==> src/rtl/bldc_ctrl_consts.vh <==
`ifndef BLDC_CTRL_CONSTS_VH
`define BLDC_CTRL_CONSTS_VH
// Clock and timing
`define CLK_FREQ_HZ          40000000
`define TACH_PULSE_NS        113000
`define TACH_PULSE_CYC       ((`TACH_PULSE_NS * 40) / 1000)
`define POWERUP_BRAKE_NS     200000
`define POWERUP_BRAKE_CYC    ((`POWERUP_BRAKE_NS * 40) / 1000)
`define CHOP_FREQ_HZ         14800
`define CHOP_DIV_CYC         (`CLK_FREQ_HZ / `CHOP_FREQ_HZ)
// APB register byte offsets
`define REG_CTRL             12'h000
`define REG_STATUS           12'h004
`define REG_IRQ_STAT         12'h008
`define REG_IRQ_MASK         12'h00c
`define REG_HALL             12'h010
// Control register fields
`define CTRL_SW_COAST        0
`define CTRL_SW_BRAKE        1
`define CTRL_RESET_VAL       32'h0000_0000
// Interrupt event bits
`define IRQ_COMMUTATE        0
`define IRQ_OVERCURRENT      1
`define IRQ_UNDERVOLT        2
`define IRQ_DIR_CHANGE       3
`define IRQ_ILLEGAL_HALL     4
`define IRQ_WIDTH            5
`endif

==> src/rtl/sync2.v <==
`timescale 1ns/1ps
`default_nettype none
module sync2 #(
   parameter W = 1
) (
   input  wire         ref_clk_i,
   input  wire         reset_n_i,
   input  wire [W-1:0] d_i,
   output wire [W-1:0] q_o
);
   reg [W-1:0] meta_ff;
   reg [W-1:0] sync_ff;

   always @(posedge ref_clk_i or negedge reset_n_i) begin
      if (!reset_n_i) begin
         meta_ff <= {W{1'b0}};
         sync_ff <= {W{1'b0}};
      end else begin
         meta_ff <= d_i;
         sync_ff <= meta_ff;
      end
   end

   assign q_o = sync_ff;
endmodule // sync2
`default_nettype wire

==> src/rtl/bldc_commutation_protection_logic.v <==
// Behaviour
// RULE1 - Any hall input change emits one tach pulse of fixed 113 us width.
// RULE2 - Hall latches stay frozen while the tach pulse is high.
// RULE3 - Brake input below threshold: all high sides off, all low sides on.
// RULE4 - Coast input above threshold: every phase goes high impedance.
// RULE5 - Undervoltage or overcurrent sets soft-start latch, discharging cap.
// RULE6 - Latch clears only with cap below restart level and no fault.
// RULE7 - Direction latch follows input at low speed, holds at high speed.
// RULE8 - Latched direction passes two chop-clocked shift stages to decoder.
// RULE9 - Any latch or stage input/output mismatch forces all phases Hi-Z.
// RULE10 - Reversal inserts one to two chop cycles of dead-time.
// RULE11 - Each phase sources, sinks or floats per hall and direction.
// RULE12 - 60 degree sensor motors need one or two halls inverted outside.
// RULE13 - Host should feed filtered tach to speed input for slow reversal.
// RULE14 - Quad low chops low sides only; high chops all six; not in brake.
// RULE15 - PWM comparator trip clears PWM latch, chopping off till cycle end.
// RULE16 - Overcurrent keeps phases off and soft-start active until removed.
// RULE17 - At power-up hold brake mode about 200 us for bootstrap charge.
// RULE18 - Illegal hall codes 000 and 111 turn every phase off.
//
// Chosen here: the APB slave port and the address map.
`timescale 1ns/1ps
`default_nettype none
`include "bldc_ctrl_consts.vh"
module bldc_commutation_protection_logic #(
   parameter TACH_CYC    = `TACH_PULSE_CYC,
   parameter PWRUP_CYC   = `POWERUP_BRAKE_CYC,
   parameter CHOP_DIV    = `CHOP_DIV_CYC
) (
   input  wire        ref_clk_i,
   input  wire        reset_n_i,
   input  wire        hall_sensor_one_i,
   input  wire        hall_sensor_two_i,
   input  wire        hall_sensor_three_i,
   input  wire        direction_i,
   input  wire        speed_above_thr_i,
   input  wire        brake_below_thr_i,
   input  wire        overvoltage_freewheel_input_i,
   input  wire        quad_select_i,
   input  wire        pwm_trip_i,
   input  wire        overcurrent_i,
   input  wire        undervoltage_i,
   input  wire        softstart_below_restart_i,
   input  wire        psel,
   input  wire        penable,
   input  wire        pwrite,
   input  wire [11:0] paddr,
   input  wire [31:0] pwdata,
   output reg  [31:0] prdata,
   output wire        pready,
   output wire        pslverr,
   output reg         tach_o,
   output reg  [2:0]  high_side_on_o,
   output reg  [2:0]  low_side_on_o,
   output reg         softstart_discharge_o,
   output wire        irq_o
);
   // Sync every pin-level input
   wire [13:0] raw_in = {hall_sensor_one_i, hall_sensor_two_i,
                         hall_sensor_three_i, direction_i,
                         speed_above_thr_i, brake_below_thr_i,
                         overvoltage_freewheel_input_i, quad_select_i,
                         pwm_trip_i, overcurrent_i, undervoltage_i,
                         softstart_below_restart_i, 1'b0, 1'b0};
   wire [13:0] s_in;

   sync2 #(.W(14)) u_sync (
      .ref_clk_i (ref_clk_i),
      .reset_n_i (reset_n_i),
      .d_i       (raw_in),
      .q_o       (s_in)
   );

   wire [2:0] hall_s     = s_in[13:11];
   wire       dir_s      = s_in[10];
   wire       speed_hi   = s_in[9];
   wire       brake_s    = s_in[8];
   wire       coast_s    = s_in[7];
   wire       quad_s     = s_in[6];
   wire       pwm_trip_s = s_in[5];
   wire       oc_s       = s_in[4];
   wire       uv_s       = s_in[3];
   wire       ss_low_s   = s_in[2];

   // Chop oscillator enable
   reg [15:0] chop_cnt_ff;
   wire       chop_tick = (chop_cnt_ff == 16'h0000);

   always @(posedge ref_clk_i or negedge reset_n_i) begin
      if (!reset_n_i)
         chop_cnt_ff <= 16'h0000;
      else if (chop_tick)
         chop_cnt_ff <= CHOP_DIV[15:0] - 16'h0001;
      else
         chop_cnt_ff <= chop_cnt_ff - 16'h0001;
   end

   // Hall latch and tach one-shot
   reg [2:0]  hall_ff;
   reg [15:0] tach_cnt_ff;
   wire       hall_chg = (hall_s != hall_ff) && !tach_o;

   always @(posedge ref_clk_i or negedge reset_n_i) begin
      if (!reset_n_i) begin
         hall_ff     <= 3'h0;
         tach_o      <= 1'b0;
         tach_cnt_ff <= 16'h0000;
      end else if (hall_chg) begin
         hall_ff     <= hall_s; // RULE2
         tach_o      <= 1'b1; // RULE1
         tach_cnt_ff <= TACH_CYC[15:0] - 16'h0001;
      end else if (tach_o) begin
         if (tach_cnt_ff == 16'h0000)
            tach_o <= 1'b0; // RULE1
         else
            tach_cnt_ff <= tach_cnt_ff - 16'h0001;
      end
   end

   // Direction latch and two-stage shift register
   reg dir_latch_ff;
   reg dir_sr1_ff;
   reg dir_sr2_ff;

   always @(posedge ref_clk_i or negedge reset_n_i) begin
      if (!reset_n_i) begin
         dir_latch_ff <= 1'b0;
         dir_sr1_ff   <= 1'b0;
         dir_sr2_ff   <= 1'b0;
      end else begin
         if (!speed_hi)
            dir_latch_ff <= dir_s; // RULE7
         if (chop_tick) begin
            dir_sr1_ff <= dir_latch_ff; // RULE8 RULE10
            dir_sr2_ff <= dir_sr1_ff;
         end
      end
   end

   // Latch is transparent at low speed, so its input is the pin then
   wire dir_lat_in = speed_hi ? dir_latch_ff : dir_s;
   wire dir_mismatch = (dir_lat_in != dir_latch_ff) ||
                       (dir_latch_ff != dir_sr1_ff) ||
                       (dir_sr1_ff != dir_sr2_ff); // RULE9

   // Soft-start latch
   reg ss_latch_ff;
   wire fault = oc_s || uv_s;

   always @(posedge ref_clk_i or negedge reset_n_i) begin
      if (!reset_n_i)
         ss_latch_ff <= 1'b1;
      else if (fault)
         ss_latch_ff <= 1'b1; // RULE5 RULE16
      else if (ss_latch_ff && ss_low_s)
         ss_latch_ff <= 1'b0; // RULE6
   end

   // PWM latch: set each chop cycle, cleared by a comparator trip
   reg pwm_on_ff;

   always @(posedge ref_clk_i or negedge reset_n_i) begin
      if (!reset_n_i)
         pwm_on_ff <= 1'b0;
      else if (pwm_trip_s)
         pwm_on_ff <= 1'b0; // RULE15
      else if (chop_tick)
         pwm_on_ff <= 1'b1;
   end

   // Power-up brake hold
   reg [15:0] pwrup_cnt_ff;
   wire       pwrup_brake = (pwrup_cnt_ff != 16'h0000);

   always @(posedge ref_clk_i or negedge reset_n_i) begin
      if (!reset_n_i)
         pwrup_cnt_ff <= PWRUP_CYC[15:0]; // RULE17
      else if (pwrup_brake)
         pwrup_cnt_ff <= pwrup_cnt_ff - 16'h0001;
   end

   // Registers
   reg [1:0]           ctrl_ff;
   reg [`IRQ_WIDTH-1:0] irq_stat_ff;
   reg [`IRQ_WIDTH-1:0] irq_mask_ff;
   reg                 dir_prev_ff;
   wire wr_en = psel && penable && pwrite;
   wire rd_en = psel && !pwrite;
   wire addr_ok = (paddr == `REG_CTRL) || (paddr == `REG_STATUS) ||
                  (paddr == `REG_IRQ_STAT) || (paddr == `REG_IRQ_MASK) ||
                  (paddr == `REG_HALL);
   assign pready  = 1'b1;
   assign pslverr = psel && penable && !addr_ok;

   // Judged on the incoming code, so entering an illegal state is flagged
   wire illegal_hall = (hall_s == 3'b000) || (hall_s == 3'b111);
   wire [`IRQ_WIDTH-1:0] irq_evt = {illegal_hall && hall_chg,
                                    dir_prev_ff != dir_sr2_ff,
                                    uv_s, oc_s, hall_chg};

   always @(posedge ref_clk_i or negedge reset_n_i) begin
      if (!reset_n_i) begin
         ctrl_ff     <= 2'b00;
         irq_stat_ff <= {`IRQ_WIDTH{1'b0}};
         irq_mask_ff <= {`IRQ_WIDTH{1'b0}};
         dir_prev_ff <= 1'b0;
      end else begin
         dir_prev_ff <= dir_sr2_ff;
         if (wr_en && paddr == `REG_CTRL)
            ctrl_ff <= pwdata[1:0];
         if (wr_en && paddr == `REG_IRQ_MASK)
            irq_mask_ff <= pwdata[`IRQ_WIDTH-1:0];
         // Set wins over a write-one clear in the same cycle
         if (wr_en && paddr == `REG_IRQ_STAT)
            irq_stat_ff <= (irq_stat_ff & ~pwdata[`IRQ_WIDTH-1:0]) | irq_evt;
         else
            irq_stat_ff <= irq_stat_ff | irq_evt;
      end
   end

   assign irq_o = |(irq_stat_ff & irq_mask_ff);

   always @(posedge ref_clk_i or negedge reset_n_i) begin
      if (!reset_n_i)
         prdata <= 32'h0000_0000;
      else if (rd_en && !penable) begin
         case (paddr)
            `REG_CTRL:     prdata <= {30'h0, ctrl_ff};
            `REG_STATUS:   prdata <= {24'h0, pwm_on_ff, pwrup_brake,
                                      dir_mismatch, ss_latch_ff,
                                      dir_sr2_ff, dir_sr1_ff,
                                      dir_latch_ff, tach_o};
            `REG_IRQ_STAT: prdata <= {27'h0, irq_stat_ff};
            `REG_IRQ_MASK: prdata <= {27'h0, irq_mask_ff};
            `REG_HALL:     prdata <= {29'h0, hall_ff};
            default:       prdata <= 32'h0000_0000;
         endcase
      end
   end

   // Commutation decode: per phase {src, snk}
   reg [5:0] pat;

   always @* begin
      case ({dir_sr2_ff, hall_ff}) // RULE11
         4'b1001: pat = 6'b00_01_10;
         4'b1011: pat = 6'b01_00_10;
         4'b1010: pat = 6'b01_10_00;
         4'b1110: pat = 6'b00_10_01;
         4'b1100: pat = 6'b10_00_01;
         4'b1101: pat = 6'b10_01_00;
         4'b0101: pat = 6'b01_10_00;
         4'b0100: pat = 6'b01_00_10;
         4'b0110: pat = 6'b00_01_10;
         4'b0010: pat = 6'b10_01_00;
         4'b0011: pat = 6'b10_00_01;
         4'b0001: pat = 6'b00_10_01;
         default: pat = 6'b00_00_00; // RULE18
      endcase
   end

   wire [2:0] src = {pat[5], pat[3], pat[1]};
   wire [2:0] snk = {pat[4], pat[2], pat[0]};
   wire chop_ok = pwm_on_ff;
   wire sw_coast = ctrl_ff[`CTRL_SW_COAST];
   wire sw_brake = ctrl_ff[`CTRL_SW_BRAKE];

   reg [2:0] nxt_hs;
   reg [2:0] nxt_ls;

   always @* begin
      if (coast_s || sw_coast || dir_mismatch || ss_latch_ff) begin
         nxt_hs = 3'b000; // RULE4 RULE9 RULE16
         nxt_ls = 3'b000;
      end else if (brake_s || sw_brake || pwrup_brake) begin
         nxt_hs = 3'b000; // RULE3 RULE17 RULE14
         nxt_ls = 3'b111;
      end else begin
         nxt_hs = quad_s ? (src & {3{chop_ok}}) : src; // RULE14 RULE15
         nxt_ls = snk & {3{chop_ok}};
      end
   end

   always @(posedge ref_clk_i or negedge reset_n_i) begin
      if (!reset_n_i) begin
         high_side_on_o        <= 3'b000;
         low_side_on_o         <= 3'b000;
         softstart_discharge_o <= 1'b1;
      end else begin
         high_side_on_o        <= nxt_hs;
         low_side_on_o         <= nxt_ls & ~nxt_hs;
         softstart_discharge_o <= ss_latch_ff; // RULE5
      end
   end
endmodule // bldc_commutation_protection_logic
`default_nettype wire

==> config.mk <==
export PLATFORM = sky130hd
export DESIGN_NAME = bldc_commutation_protection_logic
export DESIGN_NICKNAME = d
export VERILOG_FILES = /design/src/rtl/sync2.v /design/src/rtl/bldc_commutation_protection_logic.v
export VERILOG_INCLUDE_DIRS = /design/src /design/src/rtl
export SDC_FILE = /design/constraint.sdc
export NUM_CORES = 1
export LEC_CHECK = 0
export BUFFER_PORTS_ARGS = -buffer_cell sky130_fd_sc_hd__buf_2
export CORE_MARGIN = 5
export CORE_UTILIZATION = 56
export CTS_CLUSTER_DIAMETER = 150
export DETAILED_ROUTE_END_ITERATION = 8
export HOLD_SLACK_MARGIN = 0.06
export PLACE_DENSITY = 0.89
export SKIP_LAST_GASP = 1
export SLEW_MARGIN = 10
export SYNTH_ARGS = -nofsm -noshare
export SYNTH_HDL_FRONTEND = slang
export SYNTH_HIERARCHICAL = 1
export SYNTH_SLANG_ARGS = --single-unit
==> constraint.sdc <==
create_clock -name ref_clk_i -period 5.55 [get_ports ref_clk_i]
set_input_delay 0.2775 -clock ref_clk_i [delete_from_list [all_inputs] [get_ports ref_clk_i]]
set_output_delay 0.2775 -clock ref_clk_i [all_outputs]
set_load 0.01 [all_outputs]
* Word-level counts from Yosys, hierarchy flattened
Memory sizes are Yosys's and may differ from the RTL's.
Cells that the tools add are included.
** Storage, ports and cells
- Memories kept :: 1
- Register bits after elaboration :: 133
- Bits in read-only memories :: 96
** Memory list
- (no name shown) :: depth 16, bits a word 6, read ports 1, clocked after Yosys merged registers in 0, write ports 0, line bldc_commutation_protection_logic.v:245 : case ({dir_sr2_ff, hall_ff})
** Operators by class
- Multiplexer cells :: 19
- Reductions and logical operators :: 38
- Bitwise operators :: 9
- Add/subtract/negate cells :: 3
- Equality and inequality tests :: 11
** Operators by type and width (number)
- two-way mux 16 bit :: 4
- subtractor 16 x 1 -> 16 bit, second input constant :: 3
- one-hot mux 8 bit (5 select lines) :: 1
- zero test 16 bit :: 2
- == test 12 x 4 -> 1 bit, second input constant :: 2
- nonzero test 16 bit :: 1
- two-way mux 3 bit :: 5
- logical OR 1 bit :: 13
- == test 12 x 3 -> 1 bit, second input constant :: 1
- == test 12 x 5 -> 1 bit, second input constant :: 1
- zero test 12 bit :: 1
- logical AND 1 bit :: 11
- bitwise AND 5 bit :: 2
- bitwise OR 5 bit :: 2
- bitwise AND 3 bit :: 3
- two-way mux 1 bit :: 8
- nonzero test 2 bit :: 3
- two-way mux 5 bit :: 1
- NOT 5 bit :: 1
- OR reduction 5 bit :: 1
- zero test 1 bit :: 4
- != test 1 bit :: 4
- == test 3 bit, second input constant :: 1
- zero test 3 bit :: 1
- other kinds (4) :: 4

* Depth between registers and ports, before layout
Gate-level depths: netlist of the first run.
- Word-level depth :: 9
- Depth in mapped cells :: 7
- Mapped depth without buffers :: 6

* Cells and area by module
The synthesis of the first run kept the hierarchy.
** Modules (own cells, without submodules)
- bldc_commutation_protection_logic :: cells each 445, times used 1, seq. area each 2137.0 µm², area each 4485.6 µm²
- sync2 :: cells each 28, times used 1, seq. area each 700.7 µm², area each 700.7 µm²

* Worst setup path before layout of the first run
No wires, ideal clock.
- Path type :: reg-to-reg
- From :: reg chop_cnt_ff[0]
- To :: reg chop_cnt_ff[14]
- Path slack :: 3.624 ns
- Period minus slack after synthesis :: 1.926 ns
- Data arrival time :: 1.802 ns
- Cell stages (with the launch flop) :: 7
- Setup time :: 0.125 ns
- Cells stage by stage :: dfrtp_1 -> inv_1 -> ha_1 -> nor3b_1 -> nand2_1 -> nor4_1 -> mux2_2
** Between the ends
- Cells in the longest elaborated chain, start to end :: 2
** Ends and longest elaborated chain
- start, declared :: line bldc_commutation_protection_logic.v:86 : reg [15:0] chop_cnt_ff;
- start signal, assigned :: line bldc_commutation_protection_logic.v:93 : chop_cnt_ff <= CHOP_DIV[15:0] - 16'h0001;
- start signal, assigned :: line bldc_commutation_protection_logic.v:95 : chop_cnt_ff <= chop_cnt_ff - 16'h0001;
- subtractor 16 x 1 -> 16 bit / zero test 16 bit (equally long branches) :: line bldc_commutation_protection_logic.v:95, bldc_commutation_protection_logic.v:87
- two-way mux 16 bit * :: line bldc_commutation_protection_logic.v:92 : else if (chop_tick)
Mark *: on every way between the ends. The rest lies on a longest branch, timed or not.
A chain may end at the register's enable or synchronous reset.

* Worst setup path after layout of the first run
- From :: reg chop_cnt_ff[4]
- To :: reg chop_cnt_ff[14]
The elaborated chain is that of the path after synthesis.

==> results.cfg, run 1 <==
[clock_tree]
clk_latency_ns = 0.38
cts_tree = done
max-clock-path-buffers = 2
cts-buffers-inserted = 9
cts_resized = 0
h-tree-depth = 3
clk_pin_slew_ns = 0.12
clk_root_buffer_cell = clkbuf_8
numClockSinks = 109

[worst_setup_path]
worstSetupStartpointType = register
cp.arrival_ns = 2.52
cpPeakStageDelay_ns = 0.69
reg2reg_setup_slack_ns = 3.31
critical_path.slowest_cell = nor4_1
cp_cell_sequence = nor4_1 > and4_1 > nor2_1 > mux2_2
end_kind = register
worst_ep_required_time_ns = 5.83
path_max_fanout = 15
crit_type = register to register

[logic_synthesis]
synth_area_sq_um = 5090
syn_inst = 469
ys_warn_count = 6
avgSynthCellArea_sq_um = 10.8

[grt]
grt_pass1_vias = 3919
grt_pass1_wl_microns = 18200
antenna_found_initial = 0
grt_util_all_layers_pct = 20.2
grt_max_degree = 76
grt.overflow.total = 0

[detailed_routing]
viasPerCell = 5.87
vias = 3768
wl_microns = 10500
ant_nets = 0
wire_per_inst_microns = 16.3
first_iter_violations = 167
route.detailed.drc = 0
first_pass_iters = 4

[placement]
place_area_sq_um = 5330
io_buffer_count = 51
dp_cells = 613
place_congestion = 0.913
dp_hpwl_microns = 7640

[finish]
nets = 594
num-fill-cells = 673
postLayoutCellArea_sq_um = 5670
final_util_pct = 64.4
layout-drive-gt1-share_pct = 20.6
diodes = 0
fin_cells = 642
syn_to_final_growth_pct = 11.5

[sta]
fin_tns_setup_ns = 0
finalHoldViolations = 0
drv_slew = 0
finalSetupViolations = 0
fmax_mhz = 446
min_period_over_period_pct = 40.4
min_period_ns = 2.24
tightest_slew_ns = 0.941
rsz0062_at_grt = false
skew_ns = 0.0131
max_slew_margin_pct = 36.9

[run_status]
outcome = complete, no violations

[floorplan]
boundaryPins = 104
core_sq_um = 8810
fp.dieW_microns = 105
dieArea_sq_um = 11100
core.rowCount = 34
die_y_microns = 105
initial_core_util_pct = 57.8

[run]
maxCapViolCount = 0

[pwr]
peakVddDrop_mv = 0.193
cellLeakagePower_uw = 0.00255
power_uw = 1660
pwr_density_cell_nw_per_um2 = 293

[worst_hold_path]
hold_path_class = input pin to register
## state kept, by name, summed over array words and instances, names as in the netlist, 2 cells and up
register        cells
u_sync/meta_ff     12
tach_cnt_ff        16
chop_cnt_ff        16
pwrup_cnt_ff       16
ctrl_ff             2
irq_stat_ff         5
prdata              8
u_sync/q_o         12
hall_ff             3
irq_mask_ff         5
low_side_on_o       3
high_side_on_o      3
## power breakdown
part	total (uW)	internal [uW]	switching, uW	leakage (uW)
clock	483	182	301	0.000106
combinational	242	110	132	0.00111
sequential	935	853	81.6	0.00134
## critical path, delay by kind of cell, from the launching register on
kind             cells  cell delay, ns
DFF                  1            0.48
muxes                1            0.27
and+or+nand+nor      3            1.40
## layer usage
metal  wire, microns  vias up  track usage [%]
met5               0        -                0
met4             202        0             6.94
met3             598       20             5.68
met1            4250     1863             24.5
li1                -     1757                -
met2            5440      128             34.8
## metrics by stage
stage / hold WS [ns] / setup slack, ns
2_1_floorplan: -0.0181 / 3.62
3_3_place_gp: 0.239 / 3.36
3_5_place_dp: 0.244 / 3.35
4_1_cts: 0.130 / 3.32
5_1_grt: 0.120 / 2.97
6_report: 0.149 / 3.31
## layout by cell type (no fill, tap or decap), types with 3 or more instances in the layout
cell           count
xor2_1             5
o31ai_1            5
clkinv_8           3
dfstp_2            8
o211ai_1           3
nand4_1           10
mux2_2            15
nand3_1           17
and4_1             4
dlygate4sd3_1     13
nor4_1            12
xnor2_1           17
or3_1              3
conb_1            25
nor3b_1            4
a22oi_1            3
a21o_1            10
or4_1              8
clkbuf_8           9
nor3_1             9
buf_2             50
a21oi_1           17
and2_1             3
o21ai_0           23
a2111oi_0          3
inv_1             15
ha_1               4
or2_2              3
nor2b_1            6
nand2b_1           4
dfrtp_1          101
mux2i_1            7
o41ai_1            5
nand3b_1           3
nor2_1            33
nand2_1           33
## what timing repair did
item / 4_1_cts / 5_1_grt
buffers inserted: 0 / 0
endpoints found under the hold margin: 43 / 0
hold buffers: 13 / 0
## layout make-up
cell class	count	area [sq um]	area share, %
clock inverters	7	88.8	1.57
flip-flops and latches	109	2740	48.3
well taps	108	135	2.38
clock buffers	9	124	2.18
inverters	15	56.3	0.993
multi-input cells	329	2130	37.6
repair buffers	65	395	6.97
## final timing paths
path | from | to | cells after the start
hold reg to reg | u_sync/meta_ff[7]$_DFF_PN0_ | u_sync/q_o[7]$_DFF_PN0_ | 0
setup reg to reg | chop_cnt_ff[4]$_DFF_PN0_ | chop_cnt_ff[14]$_DFF_PN0_ | 4
setup / recovery | chop_cnt_ff[4]$_DFF_PN0_ | chop_cnt_ff[14]$_DFF_PN0_ | 4
hold / removal | pwdata[2] | irq_mask_ff[2]$_DFFE_PN0P_ | 2
min in group asynchronous | reset_n_i | pwrup_cnt_ff[4]$_DFFE_PN0P_ | 2
max in group asynchronous | reset_n_i | u_sync/meta_ff[13]$_DFF_PN0_ | 3
No activity file was read; power rests on OpenSTA's default activity.
==> run 2, diff against run 1 <==
- CORE_UTILIZATION: 56 -> 55
- PLACE_DENSITY: 0.89 -> 0.88
- clock period: 5.55 -> 2.2 ns (I/O delays scaled with it)
==> results.cfg, run 2 (synthesis results as in run 1) <==
[run_status]
outcome = complete, no violations

[sta]
finalSetupViolations = 0
fmax_mhz = 503
min_period_ns = 1.99
tightest_slew_ns = 0.627
max_slew_margin_pct = 57.8
finalWorstSetupSlack_ns = 0.211
rsz0062_at_grt = true
skew_ns = 0.00984
finalHoldViolations = 0
drv_slew = 0
min_period_over_period_pct = 90.4

[placement]
dp_hpwl_microns = 7620
place_area_sq_um = 5430
pre_cts_ws_ns = 0.0915
io_buffer_count = 51
place_congestion = 0.863

[finish]
final_common_cell = dfrtp_1
layout-drive-gt1-share_pct = 22.3
diodes = 0
syn_to_final_growth_pct = 14.5
postLayoutCellArea_sq_um = 5820
final_util_pct = 63.9
nets = 611
final_cell_mix = dfrtp_1, buf_2, nor2_1, nand2_1, conb_1
reg.largest.list = chop_cnt_ff (16), pwrup_cnt_ff (16), tach_cnt_ff (16)

[clock_tree]
max-clock-path-buffers = 2
clk_root_buffer_cell = clkbuf_8
cts-buffers-inserted = 9
clk_pin_slew_ns = 0.10
numClockSinks = 109
h-tree-depth = 3
clk_latency_ns = 0.36
cts_tree = done

[grt]
grt_max_degree = 55
grt_util_all_layers_pct = 19.4
grt_pass1_wl_microns = 17800
antenna_found_initial = 0
grt_pass1_vias = 3883
grt.overflow.total = 0

[detailed_routing]
wire_per_inst_microns = 15.9
first_pass_iters = 6
vias = 3821
ant_nets = 0
viasPerCell = 5.77
first_iter_violations = 223
wl_microns = 10500
route.detailed.drc = 0

[pwr]
p_switching_uw = 1250
switching_share_pct = 29.5
peakVddDrop_mv = 0.423
pwr_density_cell_nw_per_um2 = 729
p_clk_share_pct = 29.0
pwr-share-seq_pct = 55.6
cellLeakagePower_uw = 0.00263
combPwrFrac_pct = 15.4
p_int_uw = 2990

[worst_setup_path]
worstSetupStartpointType = register
worst_ep_required_time_ns = 2.50
crit_type = register to register
end_kind = register
cp.arrival_ns = 2.29
path_max_fanout = 5

[floorplan]
core.rowCount = 35
initial_core_util_pct = 55.8
die_y_microns = 106
dieArea_sq_um = 11300
boundaryPins = 104
fp.dieW_microns = 106
core_sq_um = 9110

[run]
maxCapViolCount = 0

[worst_hold_path]
hold_path_class = input pin to register
[run 2: worst paths after layout]
path                                             start                      endpoint  slack, ns  cells past startpoint
max                        pwrup_cnt_ff[7]$_DFFE_PN0P_  pwrup_cnt_ff[12]$_DFFE_PN1P_       0.21                      4
min                                           paddr[4]         prdata[2]$_DFFE_PN0P_       0.15                      3
max reg2reg                pwrup_cnt_ff[7]$_DFFE_PN0P_  pwrup_cnt_ff[12]$_DFFE_PN1P_       0.21                      4
min reg2reg                u_sync/meta_ff[4]$_DFF_PN0_       u_sync/q_o[4]$_DFF_PN0_       0.35                      0
max in group asynchronous                    reset_n_i   pwrup_cnt_ff[6]$_DFFE_PN1P_       1.26                      3
min in group asynchronous                    reset_n_i         prdata[1]$_DFFE_PN0P_       0.19                      2
[run 2: final cells by class]
class                      count  area, sq um
fill                         685         3280
sequential                   109         2740
multi-input combinational    329         2140
timing repair buffer          82          548
tap                          111          139
clock buffer                   9          124
clock inverter                 7         81.3
inverter                      15         56.3
[run 2: what timing repair did]
| item | CTS | global route |
|---|---|---|
| setup endpoints to repair | 0 | 1 |
| hold buffers | 18 | 0 |
| gates resized for setup | 0 | 2 |
| buffers inserted | 0 | 0 |
| hold endpoints to repair | 99 | 0 |
[run 2: power by group through the flow]
stage / clock [uW] / combinational [uW] / sequential [uW]
detailed placement: 0 / 617 / 2390
finish: 1230 / 653 / 2360
global route: 1360 / 719 / 2390
CTS: 1260 / 645 / 2350
global placement: 0 / 572 / 2370
floorplan: 0 / 523 / 2290
[run 2: layer usage]
| metal | share of wire, % | global-route usage (%) |
|---|---|---|
| met1 | 40 | 23.4 |
| met2 | 52 | 34.2 |
| met3 | 6.1 | 4.25 |
| met4 | 1.9 | 6.94 |
| met5 | 0 | 0 |
[run 2: through the flow]
| stage | power, uW | std cells | hold slack [ns] | TNS (ns) |
|---|---|---|---|---|
| final | 4250 | 662 | 0.152 | 0 |
| after global routing | 4460 | 662 | 0.183 | -0.00544 |
| after CTS | 4260 | 662 | 0.140 | 0 |
| after detailed placement | 3010 | 628 | 0.0341 | 0 |
| after global placement | 2950 | 628 | 0.0302 | 0 |
| after floorplan | 2810 | 492 | -0.186 | 0 |
[run 2: critical path: stages, from the launching register on]
cell,delay (ns)
dfrtp_1,0.43
nor4_1,0.59
nand2_1,0.25
nor3b_1,0.30
mux2_2,0.36
==> run 3, diff against run 2 <==
- CELL_PAD_IN_SITES_DETAIL_PLACEMENT: unset -> 1
- CELL_PAD_IN_SITES_GLOBAL_PLACEMENT: unset -> 1
- CORE_UTILIZATION: 55 -> 43
- PLACE_DENSITY: 0.88 -> 0.89
==> results.cfg, run 3 (synthesis results as in run 1) <==
[run_status]
outcome = complete, no violations

[sta]
finalHoldViolations = 0
tightest_slew_ns = 0.707
drv_slew = 0
rsz0062_at_grt = false
worst_hold_slack_ns = 0.202
max_slew_margin_pct = 52.4
fin_tns_setup_ns = 0
min_period_ns = 2.00
skew_ns = 0.00598
min_period_over_period_pct = 90.7
finalSetupViolations = 0
fmax_mhz = 501

[worst_setup_path]
path_delay_family = simple AND/OR/NAND/NOR gates
cp_cell_sequence = or4_4 > nor3_2 > nand4bb_1 > a2111oi_0
worstSetupStartpointType = register
end_kind = register
path_max_fanout = 3
critical_path.slowest_cell = or4_4
cpPeakStageDelay_ns = 0.57
worst_ep_required_time_ns = 2.40
critPathBufInv = 0
r2r.worst_path.cells = 4
crit_type = register to register
cp.arrival_ns = 2.19
path_depth = 4

[detailed_routing]
first_pass_iters = 4
first_iter_violations = 287
wl_microns = 12800
vias = 3899
route.detailed.drc = 0
wire_per_inst_microns = 18.3
ant_nets = 0
viasPerCell = 5.59

[clock_tree]
max-clock-path-buffers = 2
clk_latency_ns = 0.35
clk_root_buffer_cell = clkbuf_16
h-tree-depth = 3
clk_pin_slew_ns = 0.07
cts_tree = done
numClockSinks = 109
cts_setup_buffers = 0
cts-buffers-inserted = 9

[floorplan]
core.rowCount = 39
boundaryPins = 104
fp.dieW_microns = 119
initial_core_util_pct = 44.2
core_sq_um = 11500
dieArea_sq_um = 14100
die_y_microns = 119

[finish]
diodes = 0
layout-drive-gt1-share_pct = 22.6
syn_to_final_growth_pct = 17.6
num-fill-cells = 1246
seq_area_sq_um = 2740
final_cell_mix = dfrtp_1, buf_2, nor2_1, nand2_1, conb_1
final_common_cell = dfrtp_1
multi_input_area_sq_um = 2150
reg.largest.list = chop_cnt_ff (16), pwrup_cnt_ff (16), tach_cnt_ff (16)
nets = 614

[pwr]
pwr_density_cell_nw_per_um2 = 776
p_int_uw = 3370
pwr-share-seq_pct = 51.1
switching_share_pct = 27.5
peakVddDrop_mv = 0.481
power_uw = 4640
p_clk_share_pct = 34.6
combPwrFrac_pct = 14.3
p_switching_uw = 1280
cellLeakagePower_uw = 0.00269

[worst_hold_path]
whs_path_depth = 3
hold_path_class = input pin to register

[run]
maxCapViolCount = 0

[grt]
grt_pass1_wl_microns = 21400
grt.overflow.total = 0
grt_util_all_layers_pct = 18.9
antenna_found_initial = 0
grt_pass1_vias = 4310
grt_max_degree = 60

[placement]
place_congestion = 0.812
dp_hpwl_microns = 8890
io_buffer_count = 51
[run 3: what timing repair did]
action,in CTS,in global routing
hold buffers,18,0
endpoints found under the setup margin,0,2
hold endpoints to repair,99,0
resized for setup,0,2
[run 3: path summary, 6_finish.rpt]
check / startpoint / end / slack, ns
setup / recovery: pwrup_cnt_ff[7]$_DFFE_PN0P_ / high_side_on_o[0]$_DFF_PN0_ / 0.20
hold / removal: paddr[4] / prdata[2]$_DFFE_PN0P_ / 0.20
setup reg to reg: pwrup_cnt_ff[7]$_DFFE_PN0P_ / high_side_on_o[0]$_DFF_PN0_ / 0.20
hold reg to reg: u_sync/meta_ff[3]$_DFF_PN0_ / u_sync/q_o[3]$_DFF_PN0_ / 0.35
max in group asynchronous: reset_n_i / pwrup_cnt_ff[6]$_DFFE_PN1P_ / 1.28
min in group asynchronous: reset_n_i / prdata[2]$_DFFE_PN0P_ / 0.21
[run 3: per-stage QoR]
| stage | cells | utilization, % | setup WS (ns) | area (sq um) |
|---|---|---|---|---|
| 2_1_floorplan | 492 | - | 0.274 | 5170 |
| 4_1_cts | 697 | 51.8 | 0.179 | 5970 |
| 6_report | 697 | 52.0 | 0.204 | 5980 |
| 3_3_place_gp | 663 | 47.7 | 0.350 | 5500 |
| 3_5_place_dp | 663 | 47.7 | 0.248 | 5500 |
| 5_1_grt | 697 | 52.0 | 0.0573 | 5980 |
[run 3: final cells by class]
| cell class | count | area share [%] |
|---|---|---|
| Timing Repair Buffer | 85 | 9.54 |
| Clock inverter | 4 | 0.795 |
| Tap cell | 143 | 2.99 |
| Multi-Input combinational cell | 329 | 35.9 |
| Sequential cell | 109 | 45.8 |
| Inverter | 15 | 0.941 |
| Clock buffer | 12 | 4.12 |
[run 3: power by group through the flow]
stage / clock network [uW] / logic [uW] / registers, uW
after global routing: 1730 / 742 / 2400
after detailed placement: 0 / 633 / 2400
after global placement: 0 / 579 / 2380
final: 1600 / 666 / 2370
after floorplan: 0 / 523 / 2290
after CTS: 1650 / 665 / 2370
[run 3: worst register-to-register path, stage by stage (launching register included)]
cell and delay [ns]:
dfrtp_1 0.41, or4_4 0.57, nor3_2 0.21, nand4bb_1 0.18, a2111oi_0 0.47
[run 3: layer usage]
metal | up-vias | global-route usage [%] | wire (microns)
met1 | 1996 | 21.2 | 5090
met2 | 88 | 35.0 | 6980
met4 | 0 | 5.50 | 195
li1 | 1802 | - | -
met3 | 13 | 5.35 | 506
met5 | - | 0 | 0
